### src/common/sgs_pkg.sv
// Package with register map, field positions and timing for the status bank.
package sgs_pkg;
  localparam logic [6:0] ADDR_SUP_A  = 7'h40;
  localparam logic [6:0] ADDR_SUP_B  = 7'h41;
  localparam logic [6:0] ADDR_THERM  = 7'h42;
  localparam logic [6:0] ADDR_DEV    = 7'h43;
  localparam logic [7:0] RST_SUP_A   = 8'h00;
  localparam logic [7:0] RST_SUP_B_POR  = 8'h80;
  localparam logic [7:0] RST_SUP_B_SOFT = 8'h00;
  localparam logic [7:0] RST_THERM   = 8'h00;
  localparam logic [7:0] RST_DEV     = 8'h00;
  localparam logic [7:0] MASK_SUP_A  = 8'h5F;
  localparam logic [7:0] MASK_SUP_B  = 8'hFF;
  localparam logic [7:0] MASK_THERM  = 8'h07;
  localparam logic [7:0] MASK_DEV    = 8'hCF;
  localparam logic [7:0] CLR_DEV     = 8'hC3;
  localparam int         POS_PRIOR   = 6;
  localparam int         POS_WDCNT   = 2;
  localparam logic [1:0] PRIOR_FAIL  = 2'h1;
  localparam logic [1:0] PRIOR_SLEEP = 2'h2;
  localparam int         SC_TIME_MS  = 4;
  localparam int         CLK_HZ      = 25000000;
  localparam int         SC_CYCLES   = SC_TIME_MS * (CLK_HZ / 1000);
  typedef enum logic [2:0] {
    SGS_INIT    = 3'h0,
    SGS_NORMAL  = 3'h1,
    SGS_STOP    = 3'h3,
    SGS_SLEEP   = 3'h2,
    SGS_RESTART = 3'h6,
    SGS_FSAFE   = 3'h7
  } sgs_mode_e;
  typedef struct packed {
    logic batt_uv;
    logic r3_oc;
    logic r3_uv;
    logic r3_ot;
    logic r1_ov;
    logic r1_warn;
    logic hs_uv;
    logic hs_ov;
    logic r2_ot;
    logic r2_uv;
    logic r1_below_rst;
    logic r1_uv_fs;
    logic r1_uv;
    logic thermal_shutdown_level2_flag;
    logic thermal_shutdown_level1_flag;
    logic thermal_prewarning_flag;
    logic spi_invalid;
    logic fail_out;
  } sgs_evt_s;
  typedef struct packed {
    logic       valid;
    logic [6:0] addr;
    logic       clear;
  } sgs_cmd_s;
endpackage

### src/hw/sgs_status_regs.sv
// Sticky general status register bank read and cleared by SPI frames.
`timescale 1ns/10ps
`default_nettype none
// Overview of operation
// - Reserved bits always read back as zero.
// - Supply A bit 6 latches on battery undervoltage.
// - Supply A bits 4,3,2 latch third regulator overcurrent, UV, overtemp.
// - Supply A bit 1 primary overvoltage, bit 0 primary prewarning.
// - Power-on flag is one after power-on, zero after soft reset.
// - Supply B bits 6,5 latch high-side supply under and overvoltage.
// - Supply B bits 4,3 latch secondary regulator overtemp and undervoltage.
// - Supply B bit 2 latches when primary stays below reset over 4ms.
// - Supply B bit 1 latches on fail-safe after fourth undervoltage reset.
// - Primary undervoltage flag updates only in permitted modes or short.
// - In sleep with primary off, primary short/over/undervoltage flags never set.
// - Thermal bit 2 latches on level-2 shutdown and requests fail-safe.
// - Thermal bit 1 latches level-1 shutdown, bit 0 prewarning.
// - Thermal flags stay set until explicitly cleared.
// - Prior-state field reads 00 cleared, 01 after failure, 10 from sleep.
// - Watchdog failure counter is hardware updated and never reaches 11.
// - Device status bit 1 latches on invalid serial command.
// - Device status bit 0 latches when a failure activates fail output.
// - Command bit 7 zero reads, one clears clearable bits of that byte.
// - A frame is address, access bit and one data byte.
// - Only the watchdog counter self-clears; flags need host clears.
// - Counter clears on good trigger or watchdog stop not due to failure.
module sgs_status_regs #(
  parameter int SC_CYC = sgs_pkg::SC_CYCLES
) (
  input  wire logic              ref_clk,
  input  wire logic              rst_b,
  input  wire logic              clk_en,
  input  wire logic              soft_reset,
  input  wire sgs_pkg::sgs_mode_e mode,
  input  wire logic              reset_output_released,
  input  wire logic              primary_reg_on,
  input  wire sgs_pkg::sgs_evt_s evt_async,
  input  wire logic              enter_restart_fail,
  input  wire logic              enter_restart_sleep,
  input  wire logic              watchdog_failure_counter_evt,
  input  wire logic              watchdog_failure_counter_two_step,
  input  wire logic              wd_trigger_ok,
  input  wire logic              wd_stop_no_fail,
  input  wire sgs_pkg::sgs_cmd_s cmd,
  output logic [7:0]             rd_data,
  output logic                   rd_valid,
  output logic                   failsafe_req
);
  sgs_pkg::sgs_evt_s evt_m;
  sgs_pkg::sgs_evt_s evt;
  logic [7:0]  sup_a_r;
  logic [7:0]  sup_b_r;
  logic [7:0]  therm_r;
  logic [7:0]  dev_r;
  logic [31:0] sc_cnt_r;
  logic        sc_hit;
  logic        sleep_off;
  logic        uv_ok;
  logic        rel_seen_r;
  logic [1:0]  wd_cnt;

  function automatic logic [7:0] sticky(input logic [7:0] cur,
                                        input logic [7:0] set,
                                        input logic       clr,
                                        input logic [7:0] cmask);
    logic [7:0] v;
    v = clr ? (cur & ~cmask) : cur;
    return v | set;
  endfunction

  function automatic logic hit(input sgs_pkg::sgs_cmd_s c,
                               input logic [6:0] a);
    return c.valid && c.clear && (c.addr == a);
  endfunction

  // Monitor levels come from the analog domain and are synchronised first.
  always_ff @(posedge ref_clk or negedge rst_b) begin
    if (!rst_b) begin
      evt_m <= '0;
      evt   <= '0;
    end else if (clk_en) begin
      evt_m <= evt_async;
      evt   <= evt_m;
    end
  end

  // Counts how long the primary regulator stays below its reset threshold.
  always_ff @(posedge ref_clk or negedge rst_b) begin
    if (!rst_b) begin
      sc_cnt_r <= '0;
    end else if (clk_en) begin
      if (!evt.r1_below_rst || !primary_reg_on) begin
        sc_cnt_r <= '0;
      end else if (sc_cnt_r < 32'(SC_CYC)) begin
        sc_cnt_r <= sc_cnt_r + 32'h1;
      end
    end
  end
  assign sc_hit = (sc_cnt_r >= 32'(SC_CYC));

  always_ff @(posedge ref_clk or negedge rst_b) begin
    if (!rst_b) begin
      rel_seen_r <= 1'b0;
    end else if (clk_en) begin
      if (soft_reset) begin
        rel_seen_r <= 1'b0;
      end else if (reset_output_released) begin
        rel_seen_r <= 1'b1;
      end
    end
  end

  assign sleep_off = (mode == sgs_pkg::SGS_SLEEP) && !primary_reg_on;
  // Restart updates only on sc_hit; init waits for first release of the reset output.
  assign uv_ok = sc_hit ||
                 (mode == sgs_pkg::SGS_NORMAL) ||
                 (mode == sgs_pkg::SGS_STOP) ||
                 ((mode == sgs_pkg::SGS_INIT) && rel_seen_r);

  // Set wins over a clear in the same cycle.
  always_ff @(posedge ref_clk or negedge rst_b) begin
    if (!rst_b) begin
      sup_a_r <= sgs_pkg::RST_SUP_A;
    end else if (clk_en) begin
      if (soft_reset) begin
        sup_a_r <= sgs_pkg::RST_SUP_A;
      end else begin
        sup_a_r <= sticky(sup_a_r,
          {1'b0, evt.batt_uv, 1'b0, evt.r3_oc, evt.r3_uv, evt.r3_ot,
           evt.r1_ov && !sleep_off, evt.r1_warn},
          hit(cmd, sgs_pkg::ADDR_SUP_A),
          sgs_pkg::MASK_SUP_A);
      end
    end
  end

  always_ff @(posedge ref_clk or negedge rst_b) begin
    if (!rst_b) begin
      sup_b_r <= sgs_pkg::RST_SUP_B_POR;
    end else if (clk_en) begin
      if (soft_reset) begin
        sup_b_r <= sgs_pkg::RST_SUP_B_SOFT;
      end else begin
        sup_b_r <= sticky(sup_b_r,
          {1'b0, evt.hs_uv, evt.hs_ov, evt.r2_ot, evt.r2_uv,
           sc_hit && !sleep_off, evt.r1_uv_fs,
           evt.r1_uv && uv_ok && !sleep_off},
          hit(cmd, sgs_pkg::ADDR_SUP_B),
          sgs_pkg::MASK_SUP_B);
      end
    end
  end

  always_ff @(posedge ref_clk or negedge rst_b) begin
    if (!rst_b) begin
      therm_r <= sgs_pkg::RST_THERM;
    end else if (clk_en) begin
      if (soft_reset) begin
        therm_r <= sgs_pkg::RST_THERM;
      end else begin
        therm_r <= sticky(therm_r,
          {5'h00, evt.thermal_shutdown_level2_flag, evt.thermal_shutdown_level1_flag, evt.thermal_prewarning_flag},
          hit(cmd, sgs_pkg::ADDR_THERM),
          sgs_pkg::MASK_THERM);
      end
    end
  end

  // Level-2 shutdown forces fail-safe; held as a pulse-free level request.
  always_ff @(posedge ref_clk or negedge rst_b) begin
    if (!rst_b) begin
      failsafe_req <= 1'b0;
    end else if (clk_en) begin
      failsafe_req <= evt.thermal_shutdown_level2_flag || evt.r1_uv_fs;
    end
  end

  assign wd_cnt = dev_r[sgs_pkg::POS_WDCNT +: 2];

  // Counter stops at one, or at two when watchdog_failure_counter_two_step is set, so the reserved code is never produced.
  always_ff @(posedge ref_clk or negedge rst_b) begin
    if (!rst_b) begin
      dev_r <= sgs_pkg::RST_DEV;
    end else if (clk_en) begin
      if (soft_reset) begin
        dev_r <= sgs_pkg::RST_DEV;
      end else begin
        dev_r <= sticky(dev_r, {6'h00, evt.spi_invalid, evt.fail_out},
          hit(cmd, sgs_pkg::ADDR_DEV), sgs_pkg::CLR_DEV);
        if (enter_restart_fail) begin
          dev_r[sgs_pkg::POS_PRIOR +: 2] <= sgs_pkg::PRIOR_FAIL;
        end else if (enter_restart_sleep) begin
          dev_r[sgs_pkg::POS_PRIOR +: 2] <= sgs_pkg::PRIOR_SLEEP;
        end
        if (wd_trigger_ok || wd_stop_no_fail) begin
          dev_r[sgs_pkg::POS_WDCNT +: 2] <= 2'h0;
        end else if (watchdog_failure_counter_evt && wd_cnt == 2'h0) begin
          dev_r[sgs_pkg::POS_WDCNT +: 2] <= 2'h1;
        end else if (watchdog_failure_counter_evt && wd_cnt == 2'h1 && watchdog_failure_counter_two_step) begin
          dev_r[sgs_pkg::POS_WDCNT +: 2] <= 2'h2;
        end
      end
    end
  end

  // Read data are captured from the value held before any clear.
  always_ff @(posedge ref_clk or negedge rst_b) begin
    if (!rst_b) begin
      rd_data  <= 8'h00;
      rd_valid <= 1'b0;
    end else if (clk_en) begin
      rd_valid <= cmd.valid;
      unique case (cmd.addr)
        sgs_pkg::ADDR_SUP_A: rd_data <= sup_a_r & sgs_pkg::MASK_SUP_A;
        sgs_pkg::ADDR_SUP_B: rd_data <= sup_b_r;
        sgs_pkg::ADDR_THERM: rd_data <= therm_r & sgs_pkg::MASK_THERM;
        sgs_pkg::ADDR_DEV:   rd_data <= dev_r & sgs_pkg::MASK_DEV;
        default:             rd_data <= 8'h00;
      endcase
    end
  end

  a_therm_sticky: assert property (@(posedge ref_clk) disable iff (!rst_b)
    clk_en && therm_r[2] && !soft_reset && !hit(cmd, sgs_pkg::ADDR_THERM)
    |=> therm_r[2]) else $error("thermal flag dropped");
  a_rsvd_zero: assert property (@(posedge ref_clk) disable iff (!rst_b)
    (sup_a_r[7] == 1'b0) && (sup_a_r[5] == 1'b0) && (therm_r[7:3] == 5'h00)
    && (dev_r[5:4] == 2'h0)) else $error("reserved bit set");
  a_wd_never3: assert property (@(posedge ref_clk) disable iff (!rst_b)
    wd_cnt != 2'h3) else $error("watchdog count reached three");
  a_wd_clear: assert property (@(posedge ref_clk) disable iff (!rst_b)
    clk_en && !soft_reset && wd_trigger_ok |=> wd_cnt == 2'h0)
    else $error("watchdog count not cleared");
  a_uv_restart: assert property (@(posedge ref_clk) disable iff (!rst_b)
    clk_en && !soft_reset && mode == sgs_pkg::SGS_RESTART && !sc_hit &&
    !sup_b_r[0] |=> !sup_b_r[0]) else $error("uv set in restart");
  a_sleep_sc: assert property (@(posedge ref_clk) disable iff (!rst_b)
    clk_en && !soft_reset && sleep_off && !sup_b_r[2] |=> !sup_b_r[2])
    else $error("short set in sleep");
  a_spi_latch: assert property (@(posedge ref_clk) disable iff (!rst_b)
    clk_en && !soft_reset && evt.spi_invalid |=> dev_r[1])
    else $error("invalid command not latched");
  a_clear_wd_kept: assert property (@(posedge ref_clk) disable iff (!rst_b)
    clk_en && !soft_reset && hit(cmd, sgs_pkg::ADDR_DEV) && !watchdog_failure_counter_evt &&
    !wd_trigger_ok && !wd_stop_no_fail |=> $stable(wd_cnt))
    else $error("clear touched counter");
  a_soft_por: assert property (@(posedge ref_clk) disable iff (!rst_b)
    clk_en && soft_reset |=> sup_b_r == 8'h00)
    else $error("soft reset left flags");
  a_thermal_shutdown_level2_flag_fs: assert property (@(posedge ref_clk) disable iff (!rst_b)
    clk_en && evt.thermal_shutdown_level2_flag |=> failsafe_req)
    else $error("no fail-safe request");
endmodule
`default_nettype wire

### config.mk
export PLATFORM = sky130hd
export DESIGN_NAME = sgs_status_regs
export DESIGN_NICKNAME = d
export VERILOG_FILES = /design/src/common/sgs_pkg.sv /design/src/hw/sgs_status_regs.sv
export SDC_FILE = /design/constraint.sdc
export NUM_CORES = 1
export LEC_CHECK = 0
export BUFFER_PORTS_ARGS = -buffer_cell sky130_fd_sc_hd__clkbuf_2
export CORE_ASPECT_RATIO = 0.7
export CORE_UTILIZATION = 40
export CTS_BUF_LIST = sky130_fd_sc_hd__clkbuf_8
export CTS_CLUSTER_DIAMETER = 200
export CTS_CLUSTER_SIZE = 14
export DETAILED_ROUTE_END_ITERATION = 10
export GPL_ROUTABILITY_DRIVEN = 0
export PLACE_DENSITY = 0.65
export SLEW_MARGIN = 20
export SYNTH_ARGS = -nofsm -noshare
export SYNTH_HDL_FRONTEND = slang
export SYNTH_SLANG_ARGS = --single-unit
### constraint.sdc
create_clock -name ref_clk -period 6.6 [get_ports ref_clk]
set_clock_uncertainty 0.2 [all_clocks]
set_input_delay 0.66 -clock ref_clk [delete_from_list [all_inputs] [get_ports ref_clk]]
set_output_delay 0.66 -clock ref_clk [all_outputs]
set_load 0.1 [all_outputs]
==> results.sh <==
export IMPL_muxShareOfSynthArea_pct=12.2
export IMPL_hold_viol=0
export IMPL_synth_seq_area_share_pct=59.5
export IMPL_yosys_top_cells_area="dfrtp_1 (59%), mux2_2 (10%), a22o_1 (3.9%), xnor2_1 (2.4%), and2_1 (2.3%)"
export IMPL_grt_max_degree=60
export IMPL_synth_fa_ha_area_share_pct=0.583
export IMPL_die_height_um=88.7
export IMPL_num_rows=31
export IMPL_power_density_nw_per_um2=258
export IMPL_antenna_found_initial=0
export IMPL_synth_common_cells="dfrtp_1 (101), mux2_2 (38), nor2_1 (26), a22o_1 (19), nand2_1 (17)"
export IMPL_cts_setup_buffers=0
export IMPL_grt_pass1_wl_mm=13.8
export IMPL_avgSynthCellArea_um2=12.4
export IMPL_vdd_drop_max_v=0.000111
export IMPL_wl_per_cell_um=15.6
export IMPL_dr_total_vias=2746
export IMPL_r2r_start="sc_cnt_r[27]$_DFFE_PN0P_"
export IMPL_grt_pass1_vias=2666
export IMPL_synth_area_leader_cell="dfrtp_1"
export IMPL_die_x_um=126
export IMPL_vias_per_cell=5.15
export IMPL_worstHoldPathType="input pin to asynchronous set/reset pin"
export IMPL_start_kind="register"
export IMPL_synthSimpleGateAreaFrac_pct=13.7
export IMPL_drt_wl_total_mm=8.31
export IMPL_cp_data_required_time_ns=6.72
export IMPL_root_buffer="clkbuf_8"
export IMPL_synth_flop_cell="dfrtp_1"
export IMPL_clock_sinks=102
export IMPL_postRouteAntennaNets=0
export IMPL_maxSlewHeadroom_pct=30.1
export IMPL_core_um2=10400
export IMPL_io_buffers=51
export IMPL_crit_arrival_ns=2.83
export IMPL_ys_types=47
export IMPL_dr_pass1_iters=4
export IMPL_synth_compound_area_share_pct=9.07
export IMPL_grt_overflow=0
export IMPL_start_util_pct=41.3
export IMPL_clock_latency_ns=0.38
export IMPL_cts_buffer_depth=2
export IMPL_outcome="finished, final reports clean"
export IMPL_cts_tree="yes"
export IMPL_post_route_min_period_ns=2.71
export IMPL_utilization_pct=47.1
export IMPL_maxCapViolCount=0
export IMPL_ios=52
export IMPL_startpoint="sc_cnt_r[27]$_DFFE_PN0P_"
export IMPL_end_kind="register"
export IMPL_synth_edf_count=0
export IMPL_setup_violations=0
export IMPL_cts_resized=0
export IMPL_drtIter0Drc=210
export IMPL_drive_gt1_share_pct=30.2
export IMPL_critPathKind="register to register"
export IMPL_synthesis_nets=390
export IMPL_fp_dieArea_um2=11200
export IMPL_drc_errors=0
export IMPL_synthXorXnorAreaFrac_pct=2.65
export IMPL_syn2layout_area_growth_pct=14.1
export IMPL_cts_buffers=9
export IMPL_worst_pin_slew_ns=1.05
export IMPL_synth_top_area_share_pct=58.9
export IMPL_dp_hpwl_mm=5.82
export IMPL_drv_slew=0
export IMPL_yosys_register_bits=102
export IMPL_path_clk_slew_ns=0.10
export IMPL_ys_warn_count=0
export IMPL_fmax_ghz=0.369
export IMPL_reg2regPathDepth=6
export IMPL_synth_top_family_by_area="simple AND/OR/NAND/NOR gates"
export IMPL_async_flop_share_pct=100
export IMPL_crit_fanout=9
export IMPL_htree_levels=3
export IMPL_power_leakage_nw=2.20
export IMPL_rsz0062_at_grt="no"
export IMPL_nets=440
export IMPL_syn_area_um2=4290
export IMPL_track_usage_pct=16.2
export IMPL_fin_crit_sh_pct=41.1
export IMPL_ctsHoldBuffers=0
export IMPL_n_antenna_cell=0
export IMPL_netlist_instances=346
export IMPL_synth_most_common_cell="dfrtp_1"
export IMPL_fillCellCount=923
export IMPL_setup_tns_ns=0
[worst paths after layout]
| kind | slack, ns | end |
|---|---|---|
| max reg2reg | 3.89 | sc_cnt_r[13]$_DFFE_PN0P_ |
| max in group asynchronous | 5.02 | rd_data[7]$_DFFE_PN0P_ |
| min in group ref_clk | 0.29 | dev_r[7]$_DFFE_PN0P_ |
| min reg2reg | 0.30 | sup_b_r[2]$_DFFE_PN0P_ |
| min | 0.06 | evt_m[4]$_DFFE_PN0P_ |
| max | 3.89 | sc_cnt_r[13]$_DFFE_PN0P_ |
[layout make-up]
class | count | area, um2 | area share (%)
Clock buffer | 9 | 124 | 2.53
Clock inverter | 7 | 88.8 | 1.81
Inverter | 10 | 37.5 | 0.767
Multi-Input combinational cell | 219 | 1650 | 33.6
Sequential cell | 102 | 2550 | 52.2
Tap cell | 132 | 165 | 3.37
Timing Repair Buffer | 54 | 280 | 5.73
[layer usage]
metal	part of all wire (%)	global-route usage, %	vias to the layer above
met5	0	0	-
met4	1.1	4.93	0
met3	4.6	4.23	10
met2	43	23.6	60
met1	52	23.6	1328
li1	-	-	1348
[registers in the layout (all words and copies together), names as in the netlist]
| signal | count |
|---|---|
| dev_r | 6 |
| sup_b_r | 8 |
| evt | 18 |
| therm_r | 3 |
| rel_seen_r | 1 |
| sc_cnt_r | 32 |
| failsafe_req | 1 |
| evt_m | 18 |
| sup_a_r | 6 |
| rd_data | 8 |
| rd_valid | 1 |
[through the flow]
| step | worst slack [ns] | hold slack [ns] | power [mW] | area [um2] | cells |
|---|---|---|---|---|---|
| floorplan | 4.17 | 0.164 | 0.808 | 4290 | 346 |
| global placement | 3.30 | 0.265 | 0.860 | 4680 | 517 |
| detailed placement | 3.62 | 0.277 | 0.867 | 4680 | 517 |
| CTS | 3.86 | 0.0570 | 1.28 | 4890 | 533 |
| global route | 3.69 | 0.0889 | 1.32 | 4890 | 533 |
| finish | 3.89 | 0.0597 | 1.26 | 4890 | 533 |
[placed cells by master, fill, tap and decap left out, types with 2 or more instances in the layout]
| cell type | instances |
|---|---|
| mux4_2 | 3 |
| inv_1 | 10 |
| ha_1 | 2 |
| a31oi_1 | 3 |
| or4_1 | 3 |
| nand4_1 | 5 |
| and3_1 | 2 |
| o21ai_1 | 2 |
| nor2_1 | 26 |
| nor4_1 | 6 |
| o21ai_0 | 3 |
| o2bb2ai_1 | 7 |
| nand2_1 | 17 |
| nor4_2 | 3 |
| clkbuf_8 | 9 |
| xnor2_1 | 12 |
| mux2_2 | 38 |
| nand3_1 | 6 |
| nor3_1 | 13 |
| and2_1 | 16 |
| dfrtp_1 | 101 |
| mux2i_1 | 3 |
| a22o_1 | 19 |
| clkbuf_2 | 50 |
| buf_4 | 4 |
| inv_6 | 3 |
| a21oi_1 | 9 |
[power breakdown]
group	switching [mW]	leakage [nW]	internal, mW
clock network	0.229	0.104	0.183
logic	0.0763	0.794	0.0665
registers	0.0327	1.30	0.677
total	0.338	2.20	0.926
[critical path, stage by stage, from the launching register on]
cell and delay, ns:
dfrtp_1 0.39, nor4_2 0.31, nand4_2 0.31, or4_1 0.68
or2_1 0.29, or4_1 0.40, nand2_1 0.07
[cells by family (layout without fill, tap and decap cells)]
| family | Yosys count | after routing |
|---|---|---|
| and+or+nand+nor | 108 | 108 |
| AOI/OAI and AO/OA | 52 | 52 |
| xor gates and xnor gates | 13 | 13 |
| buffers and inverters | 25 | 80 |
| adders and majority gates | 2 | 2 |
| muxes | 44 | 44 |
| DFF | 102 | 102 |
(Power assumes the default switching activity.)
